`config.mk`:
```
export PLATFORM = sky130hd
export DESIGN_NAME = pao_core
export DESIGN_NICKNAME = d
export VERILOG_FILES = /design/src/rtl/pao_pkg.sv /design/src/rtl/pao_core.sv
export SDC_FILE = /design/constraint.sdc
export NUM_CORES = 1
export LEC_CHECK = 0
export ABC_AREA = 1
export BUFFER_PORTS_ARGS = -buffer_cell sky130_fd_sc_hd__clkbuf_2
export CORE_MARGIN = 2
export CORE_UTILIZATION = 52
export DETAILED_ROUTE_END_ITERATION = 8
export PLACE_DENSITY = 0.84
export SETUP_SLACK_MARGIN = 0.3
export SYNTH_ARGS = -nofsm -noshare
export SYNTH_HDL_FRONTEND = slang
export SYNTH_SLANG_ARGS = --single-unit
```
`constraint.sdc`:
```
create_clock -name i_clk -period 1.18 [get_ports i_clk]
set_clock_uncertainty 0.05 [all_clocks]
set_input_delay 0.059 -clock i_clk [delete_from_list [all_inputs] [get_ports i_clk]]
set_output_delay 0.059 -clock i_clk [all_outputs]
set_load 0.01 [all_outputs]
```
`src/rtl/pao_pkg.sv`:
```
/*
  pao_pkg: constants for the pipelined converter sample output block.
  Assumes a single 125 MHz system clock; no software registers.
*/
package pao_pkg;
  localparam int          PAO_DATA_W      = 12;
  localparam int          PAO_LATENCY     = 3;    // sampling edge to latch edge
  localparam int          PAO_CLK_NS      = 8;
  localparam int          PAO_CONV_NS     = 70;   // conversion time
  // conversion time in clocks, rounded down, at least one
  localparam int          PAO_CONV_CYC    = (PAO_CONV_NS / PAO_CLK_NS) < 1 ? 1
                                            : (PAO_CONV_NS / PAO_CLK_NS);
  localparam int          PAO_IDLE_US     = 500;  // refresh timeout
  localparam int          PAO_IDLE_CYC    = PAO_IDLE_US * 1000 / PAO_CLK_NS;
  localparam logic [11:0] PAO_CODE_MAXPOS = 12'h7FF;
  localparam logic [11:0] PAO_CODE_MAXNEG = 12'h800;
  localparam logic [11:0] PAO_RESULT_RST  = 12'h000;

  // reference strap selection
  typedef enum logic [1:0] {
    PAO_REF_4V096 = 2'b00,
    PAO_REF_2V048 = 2'b01,
    PAO_REF_EXT   = 2'b10,
    PAO_REF_RSVD  = 2'b11
  } pao_ref_t;
endpackage

```
`src/rtl/pao_core.sv`:
```
/*
  pao_core: digital side of a 12-bit pipelined sampling converter.
  Assumes the conversion start arrives as a synchronous level on i_conv_clk,
  sampled on i_clk; the analog core delivers a raw two's-complement code on
  i_raw_code at each start. Straps are static after reset.
*/
// Function
// - each rising edge of the conversion clock samples both inputs at once and, when no conversion is running, starts one.
// - a sample's result reaches the outputs two further starts plus a conversion time later.
// - results are 12-bit two's complement, msb on the highest output bit.
// - the out-of-range flag is high exactly for codes 7FF and 800.
// - after 500 us with no conversion edge an internal timer refreshes the dynamic logic.
// - gain select high gives unity gain, low gives gain two.
// - the reference strap picks 4.096 V, 2.048 V or an external reference.
// - only the rising conversion edge times the internal operation.
// - a started conversion always completes and cannot be aborted.
`timescale 1ns/1ps
module pao_core
  import pao_pkg::*;
#(
  parameter int IDLE_CYC = PAO_IDLE_CYC
)(
  // clock and reset
  input  wire logic              i_clk,
  input  wire logic              i_resetn,
  // conversion start and analog core result
  input  wire logic              i_conv_clk,
  input  wire logic [11:0]       i_raw_code,
  // straps
  input  wire logic              i_gain_sel,
  input  wire logic [1:0]        i_ref_strap,
  // parallel result
  output logic      [11:0]       o_result_word_bits,
  output logic                   o_out_of_range_flag,
  // analog core controls
  output logic                   o_sample_hold,
  output logic                   o_pga_gain_two,
  output logic      [1:0]        o_ref_sel,
  output logic                   o_ref_amp_off,
  output logic                   o_refresh
);

  // elaboration-time refusal: a timeout under two cycles would refresh back to back
  if (IDLE_CYC < 2)
  begin
    $error("IDLE_CYC too small");
  end

  localparam int CW      = $clog2(IDLE_CYC + 1);
  localparam int PW      = $clog2(PAO_CONV_CYC + 1);
  localparam int RES_DLY = PAO_CONV_CYC + 1;  // launching start to settled result

  // out-of-range decode, used for the output flag only
  function automatic logic f_oor(input logic [11:0] c);
    f_oor = (c == PAO_CODE_MAXPOS) || (c == PAO_CODE_MAXNEG);
  endfunction

  typedef enum logic [0:0] {
    PAO_IDLE = 1'b0,
    PAO_CONV = 1'b1
  } pao_st_t;

  logic           clk_prev_q,  clk_prev_d;
  logic [11:0]    stage_q [0:1];
  logic [11:0]    stage_d [0:1];
  logic [11:0]    conv_code_q, conv_code_d;
  pao_st_t        st_q,        st_d;
  logic [PW-1:0]  conv_cnt_q,  conv_cnt_d;
  logic [CW-1:0]  idle_cnt_q,  idle_cnt_d;
  logic [11:0]    res_q,       res_d;
  logic           oor_q,       oor_d;
  logic           sh_q,        sh_d;
  logic           refresh_q,   refresh_d;
  logic           gain2_q,     gain2_d;
  logic [1:0]     ref_q,       ref_d;
  logic           refoff_q,    refoff_d;
  logic           start;

  // only the rising edge counts; duty cycle is irrelevant
  assign start = i_conv_clk & ~clk_prev_q;

  // pipeline, conversion timer, idle refresh timer
  always_comb
  begin
    clk_prev_d  = i_conv_clk;
    stage_d[0]  = stage_q[0];
    stage_d[1]  = stage_q[1];
    conv_code_d = conv_code_q;
    st_d        = st_q;
    conv_cnt_d  = conv_cnt_q;
    idle_cnt_d  = idle_cnt_q;
    res_d       = res_q;
    oor_d       = oor_q;
    sh_d        = start;
    refresh_d   = 1'b0;
    if (start)
    begin
      stage_d[0] = i_raw_code;               // both inputs sampled together
      stage_d[1] = stage_q[0];
      idle_cnt_d = '0;
    end
    else if (idle_cnt_q == CW'(IDLE_CYC - 1))
    begin
      // periodic refresh keeps dynamic nodes alive while the clock is stopped
      refresh_d  = 1'b1;
      idle_cnt_d = '0;
    end
    else
    begin
      idle_cnt_d = idle_cnt_q + CW'(1);
    end
    case (st_q)
      PAO_IDLE:
      begin
        if (start)
        begin
          // oldest sample finishes after two further starts
          conv_code_d = stage_q[1];
          conv_cnt_d  = PW'(PAO_CONV_CYC - 1);
          st_d        = PAO_CONV;
        end
      end
      PAO_CONV:
      begin
        // a running conversion ignores new starts until done
        if (conv_cnt_q == '0)
        begin
          res_d = conv_code_d;
          oor_d = f_oor(conv_code_d);
          st_d  = PAO_IDLE;
        end
        else
          conv_cnt_d = conv_cnt_q - PW'(1);
      end
      default: st_d = PAO_IDLE;
    endcase
  end

  always_ff @(posedge i_clk or negedge i_resetn)
  begin
    if (!i_resetn)
    begin
      clk_prev_q  <= 1'b0;
      stage_q[0]  <= PAO_RESULT_RST;
      stage_q[1]  <= PAO_RESULT_RST;
      conv_code_q <= PAO_RESULT_RST;
      st_q        <= PAO_IDLE;
      conv_cnt_q  <= '0;
      idle_cnt_q  <= '0;
      res_q       <= PAO_RESULT_RST;
      oor_q       <= 1'b0;
      sh_q        <= 1'b0;
      refresh_q   <= 1'b0;
    end
    else
    begin
      clk_prev_q  <= clk_prev_d;
      stage_q[0]  <= stage_d[0];
      stage_q[1]  <= stage_d[1];
      conv_code_q <= conv_code_d;
      st_q        <= st_d;
      conv_cnt_q  <= conv_cnt_d;
      idle_cnt_q  <= idle_cnt_d;
      res_q       <= res_d;
      oor_q       <= oor_d;
      sh_q        <= sh_d;
      refresh_q   <= refresh_d;
    end
  end

  // strap decode for gain and reference
  always_comb
  begin
    gain2_d  = ~i_gain_sel;
    ref_d    = i_ref_strap;
    refoff_d = (pao_ref_t'(i_ref_strap) == PAO_REF_EXT);
  end

  // straps are sampled by a clocked stage, never by the reset itself
  always_ff @(posedge i_clk or negedge i_resetn)
  begin
    if (!i_resetn)
    begin
      gain2_q  <= 1'b0;
      ref_q    <= 2'b00;
      refoff_q <= 1'b0;
    end
    else
    begin
      gain2_q  <= gain2_d;
      ref_q    <= ref_d;
      refoff_q <= refoff_d;
    end
  end

  assign o_result_word_bits  = res_q;
  assign o_out_of_range_flag = oor_q;
  assign o_sample_hold       = sh_q;
  assign o_pga_gain_two      = gain2_q;
  assign o_ref_sel           = ref_q;
  assign o_ref_amp_off       = refoff_q;
  assign o_refresh           = refresh_q;

  // checks; the flag is held against the two limit codes, not against the decode function
  a_flag_matches: assert property (@(posedge i_clk) disable iff (!i_resetn)
    o_out_of_range_flag == ((o_result_word_bits == PAO_CODE_MAXPOS) ||
                            (o_result_word_bits == PAO_CODE_MAXNEG)))
    else $error("flag disagrees with word");
  a_sample_pulse: assert property (@(posedge i_clk) disable iff (!i_resetn)
    (i_conv_clk && !clk_prev_q) |=> o_sample_hold)
    else $error("start not sampled");
  a_no_double_start: assert property (@(posedge i_clk) disable iff (!i_resetn)
    o_sample_hold |=> !o_sample_hold)
    else $error("start on level not edge");
  a_result_timing: assert property (@(posedge i_clk) disable iff (!i_resetn)
    (st_q == PAO_IDLE && start) |->
      ##RES_DLY (res_q == $past(stage_q[1], RES_DLY)))
    else $error("result late or wrong");
  // eight busy cycles: the package conversion count at its 70 ns / 8 ns value
  a_conv_completes: assert property (@(posedge i_clk) disable iff (!i_resetn)
    (st_q == PAO_IDLE && start) |=> (st_q == PAO_CONV)[*8] ##1 st_q == PAO_IDLE)
    else $error("conversion aborted");
  a_refresh_idle: assert property (@(posedge i_clk) disable iff (!i_resetn)
    o_refresh |-> $past(idle_cnt_q) == CW'(IDLE_CYC - 1))
    else $error("refresh at wrong time");
  a_gain_map: assert property (@(posedge i_clk) disable iff (!i_resetn)
    ##1 o_pga_gain_two == !$past(i_gain_sel))
    else $error("gain mapping wrong");
  a_ref_ext: assert property (@(posedge i_clk) disable iff (!i_resetn)
    ##1 o_ref_amp_off == ($past(i_ref_strap) == PAO_REF_EXT))
    else $error("reference amp control wrong");
  c_start: cover property (@(posedge i_clk) disable iff (!i_resetn) start);
  c_oor: cover property (@(posedge i_clk) disable iff (!i_resetn) o_out_of_range_flag);
  c_refresh: cover property (@(posedge i_clk) disable iff (!i_resetn) o_refresh);
  c_conv_done: cover property (@(posedge i_clk) disable iff (!i_resetn)
    st_q == PAO_CONV ##1 st_q == PAO_IDLE);
endmodule

```
==> impl_summary.txt <==
----------------------------------------------------
[Run status]
  Result of the run ... finished, violations left
  Violations in the final reports ... negative setup slack

[Power and ir drop]
  Total power per unit cell area ... 2034 nW/µm²
  Power, Total ... 10.76 mW
  Worst IR drop on VDD ... 1.512 mV
  Leak ... 2.539 nW

[Route]
  Number of iterations in the first detailed-routing pass ... 5
  Wire length reported by the detailed router ... 12450 µm
  Via Count ... 3353
  Residual DRC ... 0
  Starting DRT DRC Count ... 349
  Vias per cell ... 5.903
  Routed len/inst ... 21.92 µm
  Post-route ant nets ... 0

[Floorplan]
  # rows ... 29
  Floorplan Core Area ... 6241 µm²
  Width of the die ... 83.64 µm
  Area enclosed by the die boundary ... 6996 µm²
  Initial Util ... 52.85%
  I/O pin total ... 37
  Height of the die ... 83.64 µm

[Worst setup path]
  Maximum fanout count along the critical path ... 7
  Kind of capture point of the worst setup path ... register
  Critical path arrival ... 1.75 ns
  Critical Path RT ... 1.39 ns
  Kind of cell adding the most delay to the critical path ... simple AND/OR/NAND/NOR gates
  Buffers and inverters on the worst path ... 1
  Slowest cell on the critical path ... sky130_fd_sc_hd__dfrtp_1
  Critical path, cell by cell ... ha_4 -> buf_4 -> nand4_1 -> nor2_1 -> nand2_2 -> nand2_2 -> nor2_1
  Kind of critical path ... reg -> reg
  Startpoint class of the critical path ... register
  Worst path max stage delay ... 0.43 ns

[Placement]
  RD Place Congestion ... 0.8839
  Total half-perimeter wirelength after legalization and detailed placement ... 4624 µm
  Total of buffers placed on input and output ports ... 36
  Placed cell count ... 490

[Clocking]
  Largest buffer count on any clock path ... 2
  Number of sinks handled by clock tree synthesis ... 77
  TritonCTS clock tree ... built
  Clock root cell ... sky130_fd_sc_hd__clkbuf_8
  Number of H-tree levels ... 3
  Number of buffers added by the clock tree synthesis step ... 9
  Clock latency at the later pin of the worst-skew pair ... 0.38 ns
  Clock-pin slew on the worst setup and hold paths ... 0.09 ns

[Cells and area]
  Ratio of cells with drive above 1 in the final layout ... 52.95%
  Number of cells in the finished layout apart from fillers ... 568
  Post-layout nets ... 507
  Filler cell count ... 287
  Antenna diodes ... 0
  Area growth from synthesis to layout ... 60.36%

[Yosys]
  Post-synth design cell area ... 3298 µm²
  Top cells by area in the synthesized netlist ... sky130_fd_sc_hd__dfrtp_1 (58%), sky130_fd_sc_hd__nand2_1 (8.5%), sky130_fd_sc_hd__inv_1 (4.9%)
  Post-Syn Instances ... 362
  Count of different cell masters after synthesis ... 30
  Share of synthesized area occupied by flip-flops and latches ... 58.42%
  Proportion of netlist area held by the largest area contributor ... 58.42%
  Cell taking the most area after synthesis ... sky130_fd_sc_hd__dfrtp_1
  Syn avg cell area ... 9.111 µm²
  Ys flop type ... sky130_fd_sc_hd__dfrtp_1
  Async set or reset register ratio after synthesis ... 100.0%
  Number of synthesis warnings ... 0
  Flops & latches, synth ... 77
  Total nets after synthesis ... 383
  Number of flops mapped to enable cells by yosys ... 0

[GRT]
  Maximum number of pins on one net before global-route repair ... 41
  Number of antenna violations at the first check in global routing ... 0
  Vias in the first global route ... 3077
  Wire length of the first global-routing pass ... 14900 µm
  Total routing resource utilization after global routing ... 27.24%
  Remaining Overflow, GRT ... 0

[STA]
  Setup repair after global routing missed its margin ... true
  Worst hold margin ... 0.1078 ns
  Crit path setup slack, layout ... -0.3625 ns
  Worst slew slack as a fraction of its limit ... 77.64%
  Setup-failing EPs final ... 72
  Final worst-path cycle share ... 130.7%
  Worst Max-Slew Pin Slew ... 0.3329 ns
  Final number of max-transition violations ... 0
  Hold Violations, Final ... 0
  Min Tclk post-route ... 1.543 ns
  Upper clock frequency limit ... 648.3 MHz

[Worst hold path]
  Min-delay worst type ... in -> async

[Job]
  Maxcap violations ... 0

----------------------------------------------------
==> per-stage QoR <==
| stage | TNS [ns] | area, µm² | setup WS [ns] | utilization [%] |
|---|---|---|---|---|
| floorplan | -0.9808 | 3408 | -0.07010 | - |
| global placement | -1.761 | 3776 | -0.09351 | 60.51 |
| detailed placement | -3.022 | 3776 | -0.1231 | 60.51 |
| CTS | -1.995 | 4737 | -0.1124 | 75.90 |
| global route | -14.31 | 5289 | -0.4710 | 84.74 |
| finish | -11.57 | 5289 | -0.3625 | 84.74 |
==> cells in the mapped netlist, types with 3 or more instances <==
library cell and instances:
sky130_fd_sc_hd__nand2_1 75, sky130_fd_sc_hd__nor2_2 3, sky130_fd_sc_hd__nor2_4 5, sky130_fd_sc_hd__a21oi_1 11
sky130_fd_sc_hd__dfrtp_1 77, sky130_fd_sc_hd__ha_1 3, sky130_fd_sc_hd__xnor2_1 4, sky130_fd_sc_hd__buf_2 6
sky130_fd_sc_hd__xor2_1 4, sky130_fd_sc_hd__nand3_1 16, sky130_fd_sc_hd__o21ai_1 7, sky130_fd_sc_hd__o21ai_0 30
sky130_fd_sc_hd__nand2_2 8, sky130_fd_sc_hd__inv_1 43, sky130_fd_sc_hd__nand4_1 4, sky130_fd_sc_hd__nor3_1 6
sky130_fd_sc_hd__inv_2 4, sky130_fd_sc_hd__nor2_1 43
==> worst paths after layout <==
kind	from	end	slack [ns]	depth (start not counted)
setup reg to reg	idle_cnt_q[1]	idle_cnt_q[1]	-0.36	7
setup / recovery	idle_cnt_q[1]	idle_cnt_q[1]	-0.36	7
max in group asynchronous	i_resetn	idle_cnt_q[5]	0.43	3
hold / removal	i_resetn	stage_q[20]	0.11	2
min in group i_clk	i_conv_clk	conv_code_q[11]	0.24	6
hold reg to reg	o_result_word_bits[5]	o_result_word_bits[5]	0.48	2
==> registers in the layout (all words and copies together), names as in the netlist <==
name	cells
stage_q	24
o_ref_amp_off	1
o_pga_gain_two	1
st_q	1
clk_prev_q	1
idle_cnt_q	16
o_result_word_bits	12
o_sample_hold	1
o_refresh	1
conv_cnt_q	4
o_out_of_range_flag	1
conv_code_q	12
o_ref_sel	2
==> report_power, final <==
group | internal, mW | switching, mW
Clock | 1.27 | 1.12
Sequential | 3.32 | 0.619
Combinational | 2.01 | 2.42
Total | 6.60 | 4.15
==> cells by family after synthesis <==
logic type / Yosys count / share of synthesized area [%]
AND/OR/NAND/NOR: 165 / 22.72
flip-flops: 77 / 58.42
buffers and inverters: 56 / 7.056
AO/OA/AOI/OAI: 53 / 8.536
XOR/XNOR: 8 / 2.124
adder cells (fa/ha/maj): 3 / 1.138
==> cells in the final DEF, fill, tap and decap left out, types with 3 or more instances in the layout <==
cell,instances
sky130_fd_sc_hd__a21oi_2,9
sky130_fd_sc_hd__buf_12,5
sky130_fd_sc_hd__buf_2,18
sky130_fd_sc_hd__buf_4,38
sky130_fd_sc_hd__buf_6,15
sky130_fd_sc_hd__clkbuf_2,16
sky130_fd_sc_hd__clkbuf_8,10
sky130_fd_sc_hd__dfrtp_1,74
sky130_fd_sc_hd__dfrtp_2,3
sky130_fd_sc_hd__dlygate4sd3_1,17
sky130_fd_sc_hd__ha_4,3
sky130_fd_sc_hd__inv_1,38
sky130_fd_sc_hd__inv_2,5
sky130_fd_sc_hd__inv_6,3
sky130_fd_sc_hd__inv_8,4
sky130_fd_sc_hd__nand2_1,37
sky130_fd_sc_hd__nand2_2,25
sky130_fd_sc_hd__nand2_4,20
sky130_fd_sc_hd__nand2_8,5
sky130_fd_sc_hd__nand3_1,9
sky130_fd_sc_hd__nand3_2,8
sky130_fd_sc_hd__nand4_1,4
sky130_fd_sc_hd__nor2_1,26
sky130_fd_sc_hd__nor2_2,7
sky130_fd_sc_hd__nor2_4,18
sky130_fd_sc_hd__nor3_1,5
sky130_fd_sc_hd__o21ai_1,9
sky130_fd_sc_hd__o21ai_2,29
sky130_fd_sc_hd__xnor2_1,3
sky130_fd_sc_hd__xor2_1,3
==> worst register-to-register path, cell delays in order, from the launching register on <==
cell and delay, ns:
sky130_fd_sc_hd__dfrtp_1 0.43, sky130_fd_sc_hd__ha_4 0.19, sky130_fd_sc_hd__buf_4 0.10, sky130_fd_sc_hd__nand4_1 0.09, sky130_fd_sc_hd__nor2_1 0.18, sky130_fd_sc_hd__nand2_2 0.19
sky130_fd_sc_hd__nand2_2 0.16, sky130_fd_sc_hd__nor2_1 0.06
==> what timing repair did <==
item                       4_1_cts  5_1_grt
cloned                           6        5
resized for setup               79      124
buffers inserted                24       10
pin swaps                       15       25
hold buffers                    17        0
hold endpoints to repair        94        0
setup endpoints to repair       91       91
==> routing by layer <==
layer / wire length [µm] / part of all wire [%] / global-route usage (%) / vias up
met5: 0 / 0 / 0 / -
met4: 781 / 6.3 / 9.677 / 0
met3: 762 / 6.1 / 7.023 / 82
met2: 6389 / 51 / 46.62 / 212
met1: 4520 / 36 / 33.49 / 1668
li1: - / - / - / 1391
==> layout make-up <==
class	instances	area, µm²	share of cell area, %
Tap cell	77	96.34	1.822
Clock buffer	10	137.6	2.602
Sequential cell	77	1931	36.50
Inverter	47	205.2	3.880
Timing Repair inverter	5	60.06	1.136
Timing Repair Buffer	114	1005	19.00
Multi-Input combinational cell	232	1760	33.29
Clock inverter	6	93.84	1.774
Power figures use the tool's default switching activity.
